## src/hw/gic_pkg.sv

```systemverilog
// Purpose: shared constants and types for the graphics idle clock gating
// Assumes: single clock domain, synchronous active-high reset
// Notes:   timeout width covers the largest programmable timeout
package gic_pkg;
	localparam int unsigned TIMEOUT_WIDTH = 16;
	localparam int unsigned SETTLE_CYCLES = 8;
	localparam int unsigned SETTLE_WIDTH  = 4;
	localparam logic [SETTLE_WIDTH-1:0] SETTLE_LOAD =
		SETTLE_WIDTH'(SETTLE_CYCLES - 1);
	localparam logic [SETTLE_WIDTH-1:0] SETTLE_ZERO = 4'h0;
	localparam logic [TIMEOUT_WIDTH-1:0] COUNT_ZERO = 16'h0000;
	localparam logic [TIMEOUT_WIDTH-1:0] COUNT_ONE  = 16'h0001;

	// operation modes, one-hot
	typedef enum logic [3:0] {
		GIC_MODE_DEEP = 4'h1,
		GIC_MODE_BUS  = 4'h2,
		GIC_MODE_2D   = 4'h4,
		GIC_MODE_3D   = 4'h8
	} gic_mode_type;

	// sequencer states, one-hot
	typedef enum logic [2:0] {
		GIC_ST_GATED  = 3'h1,
		GIC_ST_SETTLE = 3'h2,
		GIC_ST_COUNT  = 3'h4
	} gic_state_type;
endpackage

```

## src/hw/gic_idle_gate.sv

```systemverilog
// Purpose: idle detection and clock gate requests for the graphics core
// Assumes: activity and instruction inputs come from logic on clk_in
// Notes:   gate outputs high mean the clock may be stopped
// What this block does
// - watch activity, tell 3D idle from full idle
// - raise gate requests once idle and expired
// - decode instruction, request only needed clocks
// - wait settling interval after enabling clocks from gated or while counting
// - load timeout then decrement every cycle
// - reload timeout on any further activity
// - expiry with no need regates, resumes watching
`timescale 1ns/1ps
module gic_idle_gate
	import gic_pkg::*;
(
	input  wire logic                     clk_in,
	input  wire logic                     rst_in,
	input  wire logic [TIMEOUT_WIDTH-1:0] timeout_in,
	input  wire logic                     bus_active_in,
	input  wire logic                     core_2d_active_in,
	input  wire logic                     core_3d_active_in,
	input  wire logic                     instr_valid_in,
	input  wire logic                     instr_needs_2d_in,
	input  wire logic                     instr_needs_3d_in,
	output logic                          bus_interface_clock_gate_out,
	output logic                          core_2d_clock_gate_out,
	output logic                          core_3d_clock_gate_out,
	output logic                          idle_3d_out,
	output logic                          idle_all_out,
	output gic_mode_type                  mode_out
);
	import gic_pkg::*;

	gic_state_type            state;
	gic_state_type            next_state;
	gic_mode_type             mode;
	gic_mode_type             next_mode;
	logic [SETTLE_WIDTH-1:0]  settle;
	logic [SETTLE_WIDTH-1:0]  next_settle;
	logic                     gate_bus;
	logic                     gate_2d;
	logic                     gate_3d;
	logic                     next_gate_bus;
	logic                     next_gate_2d;
	logic                     next_gate_3d;
	logic                     idle_3d;
	logic                     idle_all;
	logic                     any_active;
	logic                     cnt_load;
	logic                     cnt_dec;
	logic                     cnt_zero;
	logic [TIMEOUT_WIDTH-1:0] cnt_value;
	gic_mode_type             want_mode;

	// idle classification from internal activity
	assign idle_3d    = !core_3d_active_in;
	assign idle_all   = !core_3d_active_in && !core_2d_active_in;
	assign any_active = bus_active_in || core_2d_active_in ||
		core_3d_active_in || instr_valid_in;

	// decode: the mode the pending instruction needs
	always_comb begin
		want_mode = GIC_MODE_BUS;
		if (instr_needs_3d_in) begin
			want_mode = GIC_MODE_3D;
		end else if (instr_needs_2d_in) begin
			want_mode = GIC_MODE_2D;
		end
	end

	// sequencer: gated, settle, count down
	always_comb begin
		next_state  = state;
		next_mode   = mode;
		next_settle = settle;
		cnt_load    = 1'b0;
		cnt_dec     = 1'b0;
		unique case (state)
			GIC_ST_GATED: begin
				if (instr_valid_in) begin
					next_mode   = want_mode;
					next_settle = SETTLE_LOAD;
					next_state  = GIC_ST_SETTLE;
				end
			end
			GIC_ST_SETTLE: begin
				// no countdown until clocks are stable
				if (instr_valid_in && want_mode > mode) begin
					next_mode = want_mode;
				end
				if (settle == SETTLE_ZERO) begin
					cnt_load   = 1'b1;
					next_state = GIC_ST_COUNT;
				end else begin
					next_settle = settle - 4'h1;
				end
			end
			GIC_ST_COUNT: begin
				if (instr_valid_in && want_mode > mode) begin
					// a wider need reopens clocks and settles again
					next_mode   = want_mode;
					next_settle = SETTLE_LOAD;
					next_state  = GIC_ST_SETTLE;
				end else if (any_active) begin
					cnt_load = 1'b1;
				end else if (cnt_zero) begin
					next_mode  = GIC_MODE_DEEP;
					next_state = GIC_ST_GATED;
				end else begin
					cnt_dec = 1'b1;
				end
			end
		endcase
	end

	// gate requests follow the mode; registered so the clock handler
	// never sees a decode glitch as a request to stop a clock
	always_comb begin
		next_gate_bus = (next_mode == GIC_MODE_DEEP);
		next_gate_2d  = (next_mode == GIC_MODE_DEEP) ||
			(next_mode == GIC_MODE_BUS);
		next_gate_3d  = (next_mode != GIC_MODE_3D);
	end

	always_ff @(posedge clk_in) begin
		if (rst_in) begin
			state    <= GIC_ST_GATED;
			mode     <= GIC_MODE_DEEP;
			settle   <= SETTLE_ZERO;
			gate_bus <= 1'b1;
			gate_2d  <= 1'b1;
			gate_3d  <= 1'b1;
		end else begin
			state    <= next_state;
			mode     <= next_mode;
			settle   <= next_settle;
			gate_bus <= next_gate_bus;
			gate_2d  <= next_gate_2d;
			gate_3d  <= next_gate_3d;
		end
	end

	// idle timer, reloaded from the programmed timeout
	gic_down_counter u_idle_timer (
		.clk_in        (clk_in),
		.rst_in        (rst_in),
		.load_in       (cnt_load),
		.load_value_in (timeout_in),
		.dec_in        (cnt_dec),
		.count_out     (cnt_value),
		.zero_out      (cnt_zero)
	);

	assign bus_interface_clock_gate_out = gate_bus;
	assign core_2d_clock_gate_out       = gate_2d;
	assign core_3d_clock_gate_out       = gate_3d;
	assign idle_3d_out                  = idle_3d;
	assign idle_all_out                 = idle_all;
	assign mode_out                     = mode;
endmodule

```

## src/hw/gic_down_counter.sv

```systemverilog
// Purpose: loadable down counter used as the idle timer
// Assumes: clk_in clock, rst_in synchronous active high
// Notes:   load has priority over decrement; holds at zero
`timescale 1ns/1ps
module gic_down_counter
	import gic_pkg::*;
(
	input  wire logic                     clk_in,
	input  wire logic                     rst_in,
	input  wire logic                     load_in,
	input  wire logic [TIMEOUT_WIDTH-1:0] load_value_in,
	input  wire logic                     dec_in,
	output logic      [TIMEOUT_WIDTH-1:0] count_out,
	output logic                          zero_out
);
	logic [TIMEOUT_WIDTH-1:0] count;
	logic [TIMEOUT_WIDTH-1:0] next_count;

	// load wins so fresh activity always restarts the full timeout
	always_comb begin
		next_count = count;
		if (load_in) begin
			next_count = load_value_in;
		end else if (dec_in && count != COUNT_ZERO) begin
			next_count = count - COUNT_ONE;
		end
	end

	always_ff @(posedge clk_in) begin
		if (rst_in) begin
			count <= COUNT_ZERO;
		end else begin
			count <= next_count;
		end
	end

	assign count_out = count;
	assign zero_out  = (count == COUNT_ZERO);
endmodule

```

## config.mk

```make
export PLATFORM = sky130hd
export DESIGN_NAME = gic_idle_gate
export DESIGN_NICKNAME = d
export VERILOG_FILES = /design/src/hw/gic_pkg.sv /design/src/hw/gic_idle_gate.sv /design/src/hw/gic_down_counter.sv
export SDC_FILE = /design/constraint.sdc
export NUM_CORES = 1
export LEC_CHECK = 0
export BUFFER_PORTS_ARGS = -buffer_cell sky130_fd_sc_hd__buf_2
export CAP_MARGIN = 20
export CELL_PAD_IN_SITES_DETAIL_PLACEMENT = 1
export CELL_PAD_IN_SITES_GLOBAL_PLACEMENT = 1
export CORE_MARGIN = 4
export CORE_UTILIZATION = 25
export CTS_CLUSTER_SIZE = 24
export DETAILED_ROUTE_END_ITERATION = 6
export GPL_TIMING_DRIVEN = 0
export PLACE_DENSITY = 0.64
export SLEW_MARGIN = 10
export SYNTH_ARGS = -nofsm -noshare
export SYNTH_HDL_FRONTEND = slang
export SYNTH_SLANG_ARGS = --single-unit
export TNS_END_PERCENT = 5
```

## constraint.sdc

```tcl
create_clock -name clk_in -period 3.17 [get_ports clk_in]
set_clock_uncertainty 0.1 [all_clocks]
set_input_delay 0.317 -clock clk_in [delete_from_list [all_inputs] [get_ports clk_in]]
set_output_delay 0.317 -clock clk_in [all_outputs]
set_load 0.005 [all_outputs]
```

After elaboration in Yosys (flattened, before gate mapping)

Cells that the tools add are included.
Widths: inputs -> output; s select.

Equal/unequal tests: 12
Magnitude comparators: 1
$add $sub $neg: 2
Reduce and logical (&&, ||, !) cells: 15
Muxes and demuxes: 28

Operator list:

| cell                  | number |
|---|---|
| $mux 4                | 9 |
| $mux 16               | 2 |
| $pmux 4 s3            | 2 |
| $mux 3                | 6 |
| $logic_not 16->1      | 1 |
| $reduce_bool 16->1    | 1 |
| $sub 16x1->16 const B | 1 |
| $pmux 3 s3            | 1 |
| $ne 2x2->1 const B    | 4 |
| $mux 1                | 7 |
| $ne 3x3->1 const B    | 2 |
| $eq 4x1->1 const B    | 1 |
| $eq 4x2->1 const B    | 1 |
| $gt 4x4->1            | 1 |
| $logic_not 4->1       | 1 |
| $logic_or 1x1->1      | 4 |
| $ne 4x4->1 const B    | 1 |
| $reduce_and 4->1      | 1 |
| $sub 4x1->4 const B   | 1 |
| $eq 3x1->1 const B    | 1 |
| $eq 3x2->1 const B    | 1 |
| $eq 3x3->1 const B    | 1 |
| $logic_and 1x1->1     | 3 |
| $reduce_and 3->1      | 1 |
| other kinds (3)       | 4 |

Logic and storage cells: 65
Bits in registers: 30
Input bits: 24

Logic depth before layout (Yosys ltp)

Depth in word-level cells: 9
Gate-level depth with buffers: 10
Depth with buffers taken out: 9

By module

From an unflattened synthesis, not the netlist that was laid out.

Cell total of the unflattened synthesis: 216
Area total of the unflattened synthesis: 1834.3 µm²

Modules (own cells, without submodules):

| module           | instances | area an instance (µm²) | sequential area each (µm²) | cells each |
|---|---|---|---|---|
| gic_down_counter | 1         | 944.7                  | 320.3                      | 114 |
| gic_idle_gate    | 1         | 889.6                  | 280.3                      | 102 |

Worst setup path before layout

OpenSTA, ideal clock, no wires.

Path kind: reg2reg
From: reg mode[3], in the netlist mode_out[3]
To: reg u_idle_timer.count[1], in the netlist u_idle_timer.count_out[1]
Stages on the path, launching flop included: 10
Arrival: 2.029 ns
Period minus slack after synthesis: 2.257 ns
Buffers on the path: 0
Path slack: 0.913 ns
Cells stage by stage: dfxtp_1 inv_1 ha_1 nand4b_1 o2111ai_1 o211a_1 o31ai_1 a21oi_1 a221oi_1 nor2_1

Word-level cells in the longest chain between the ends: 6
Elaborated cells between the ends (all ways): 9
Those cells by class: order compare (1); mux (5); reduce/logical (3)

Ends and longest elaborated chain:

| what                               | RTL line               | text |
|---|---|---|
| start: declaration                 | gic_idle_gate.sv:36    | `gic_mode_type mode;` |
| start signal: assignment           | gic_idle_gate.sv:135   | `mode <= next_mode;` |
| $gt 4x4->1 *                       | gic_idle_gate.sv:99    | `if (instr_valid_in && want_mode > mode) begin` |
| $logic_and 1x1->1 *                | gic_idle_gate.sv:99    |  |
| $mux 1                             | gic_idle_gate.sv:99    |  |
| $mux 1                             | gic_idle_gate.sv:78    | `unique case (state)` |
| $logic_and 1x1->1                  | gic_down_counter.sv:24 | `end else if (dec_in && count != COUNT_ZERO) begin` |
| $reduce_bool 2->1 (no source line) | -                      |  |
| end signal: assignment             | gic_down_counter.sv:33 | `count <= next_count;` |
| end: declaration                   | gic_down_counter.sv:16 | `logic [TIMEOUT_WIDTH-1:0] count;` |

Every way passes the cells marked *; elsewhere a longest branch is shown, timed or not.
A chain may end at the register's enable or synchronous reset.

Final worst setup path

Same ends and word-level chain as after synthesis.

==> impl_metrics.json <==
{
  "status": "complete, no violations",
  "worst_slack_ns": 0.317,
  "tightest_slew_ns": 0.761,
  "cts_tree": "built",
  "dr_total_vias": 1716,
  "ant_nets": 0,
  "gr-total-overflow": 0,
  "peakVddDrop_mv": 0.148,
  "io_buffers": 31,
  "place_ws_ns": 0.294,
  "maxSlewHeadroom_pct": 48.8,
  "synth_area_leader_cell": "dfxtp_1",
  "initial_core_util_pct": 25.7,
  "rsz0062_at_grt": "false",
  "insertion_delay_ns": 0.28,
  "area_growth_pct": 21.0,
  "nets": 280,
  "finalHoldViolations": 0,
  "synth.top_cell.area_share_pct": 34.4,
  "min_period_ns": 2.85,
  "start_kind": "flip-flop",
  "grt_usage_pct": 12.4,
  "syn_area_um2": 1750,
  "synthTopCellsByArea": "dfxtp_1, nor2_1, a21oi_1",
  "clockBufferDepth": 2,
  "drt-vias-per-instance": 4.92,
  "hold_path.class": "in -> reg",
  "synth_nets": 242,
  "cts.htree.levels": 2,
  "wl_per_cell_um": 13.9,
  "clock-sinks": 30,
  "dieArea_um2": 8390,
  "fmaxAchievable_ghz": 0.351,
  "path_clk_slew_ns": 0.06,
  "synth_cell_types": 52,
  "post-route-period-util_pct": 90.0,
  "place.gp.congestion": 0.756,
  "rows": 30,
  "post_cts_resized": 0,
  "hold_buffers": 0,
  "p_total_uw": 921,
  "dr.pass1.iters": 4,
  "dieHeight_um": 91.6,
  "drtIter0Drc": 40,
  "ys_warn_count": 0,
  "grt_antenna_before_repair": 0,
  "ys_top_cells_by_count": "nor2_1, dfxtp_1, a21oi_1",
  "cts_setup_buffers": 0,
  "worstPathMaxFanout": 5,
  "postSynth.asyncResetShare_pct": 0,
  "drc": 0,
  "coreArea_um2": 6790,
  "drive_above_1_share_pct": 20.6,
  "synth_edf_count": 0,
  "critPathRequiredTime_ns": 3.23,
  "grt_pass1_vias": 1758,
  "diodes": 0,
  "yosys.cell_count.top_type": "nor2_1",
  "hpwl_um": 3800,
  "worstSetupPathType": "reg -> reg",
  "synth-main-ff-cell": "dfxtp_1",
  "ys_ff_latch": 30,
  "cellPowerDensity_nw_per_um2": 436,
  "slew_violations": 0,
  "cts_root_buf": "clkbuf_8",
  "routed_wl_um": 4870,
  "pin_count": 33,
  "grt_pass1_wl_um": 8350,
  "end_kind": "flip-flop",
  "tns_ns": 0,
  "cp.arrival_ns": 2.91,
  "finalSetupViolCount": 0,
  "synth.avg_cell_area_um2": 8.16,
  "synth_cells": 214,
  "numCtsBuffers": 5,
  "grt_max_degree": 11,
  "ys_seq_area_share_pct": 34.4,
  "cellLeakagePower_nw": 0.826,
  "maxCapViolations": 0,
  "die_w_um": 91.6
}
==> path summary, 6_finish.rpt <==
kind | slack, ns | from | cells past startpoint | to
max | 0.32 | mode_out[3] | 9 | u_idle_timer.count_out[1]
min | 0.19 | timeout_in[1] | 3 | u_idle_timer.count_out[1]
max reg2reg | 0.32 | mode_out[3] | 9 | u_idle_timer.count_out[1]
min reg2reg | 0.37 | u_idle_timer.count_out[14] | 2 | u_idle_timer.count_out[14]
==> worst max-delay path, stage by stage (launching register included) <==
cell       delay [ns]
dfxtp_1          0.40
inv_1            0.07
ha_1             0.32
nand4b_1         0.12
o2111ai_1        0.18
o211a_1          0.24
o31ai_1          0.69
a21oi_1          0.24
a221oi_1         0.31
nor2_1           0.06
==> logic make-up (layout without fill, tap and decap cells) <==
kind of cell,Yosys count,after routing,synth area share [%]
buffers and inverters,20,59,4.51
and+or+nand+nor,90,90,29.2
xor gates and xnor gates,6,6,3.01
adders and majority gates,4,4,2.87
AOI/OAI and AO/OA,64,64,26.1
DFF,30,30,34.4
==> placed cells by master (no fill, tap or decap), types with 3 or more instances in the layout <==
cell type / n
or3_1: 3
o21ai_0: 10
dfxtp_1: 30
clkbuf_1: 5
o31ai_1: 3
nor3_1: 6
buf_2: 34
nand2b_1: 4
nor4_1: 4
or4_1: 3
a21oi_1: 15
clkbuf_8: 6
a311oi_1: 3
nor2_1: 31
or2_1: 3
a31oi_1: 6
nand3b_1: 3
o21ai_1: 4
xnor2_1: 6
a211oi_1: 4
ha_1: 4
nor3b_1: 3
nand2_1: 14
inv_1: 13
==> per-layer routing <==
metal / wire length [µm] / track usage, %
met2: 2280 / 20.8
met1: 2330 / 15.2
met3: 194 / 3.15
met5: 0 / 0
met4: 65 / 4.15
==> state kept, by name, summed over array words and instances (netlist names) <==
name / cells
state: 3
u_idle_timer.count_out: 16
mode_out: 4
settle: 4
bus_interface_clock_gate_out: 1
core_3d_clock_gate_out: 1
core_2d_clock_gate_out: 1
==> final cells by class <==
type / instances / area, µm²
buffer: 7 / 30.0
clock buffer: 7 / 86.3
clock inverter: 1 / 5.00
fill: 852 / 4680
inverter: 13 / 48.8
multi-input combinational: 164 / 1070
sequential: 30 / 601
tap: 96 / 120
timing repair buffer: 31 / 155
==> stage by stage <==
step                cells  util, %  area [µm²]  hold slack (ns)
global route          349     31.1        2110            0.192
floorplan             214        -        1750            0.338
finish                349     31.1        2110            0.189
global placement      341     29.8        2020            0.357
detailed placement    341     29.8        2020            0.363
CTS                   349     31.1        2110            0.189
==> where the power goes <==
part	switching (mW)	internal, mW
clock	0.144	0.175
combinational	0.107	0.0764
sequential	0.0210	0.398
total	0.272	0.649
(Power assumes the default switching activity.)
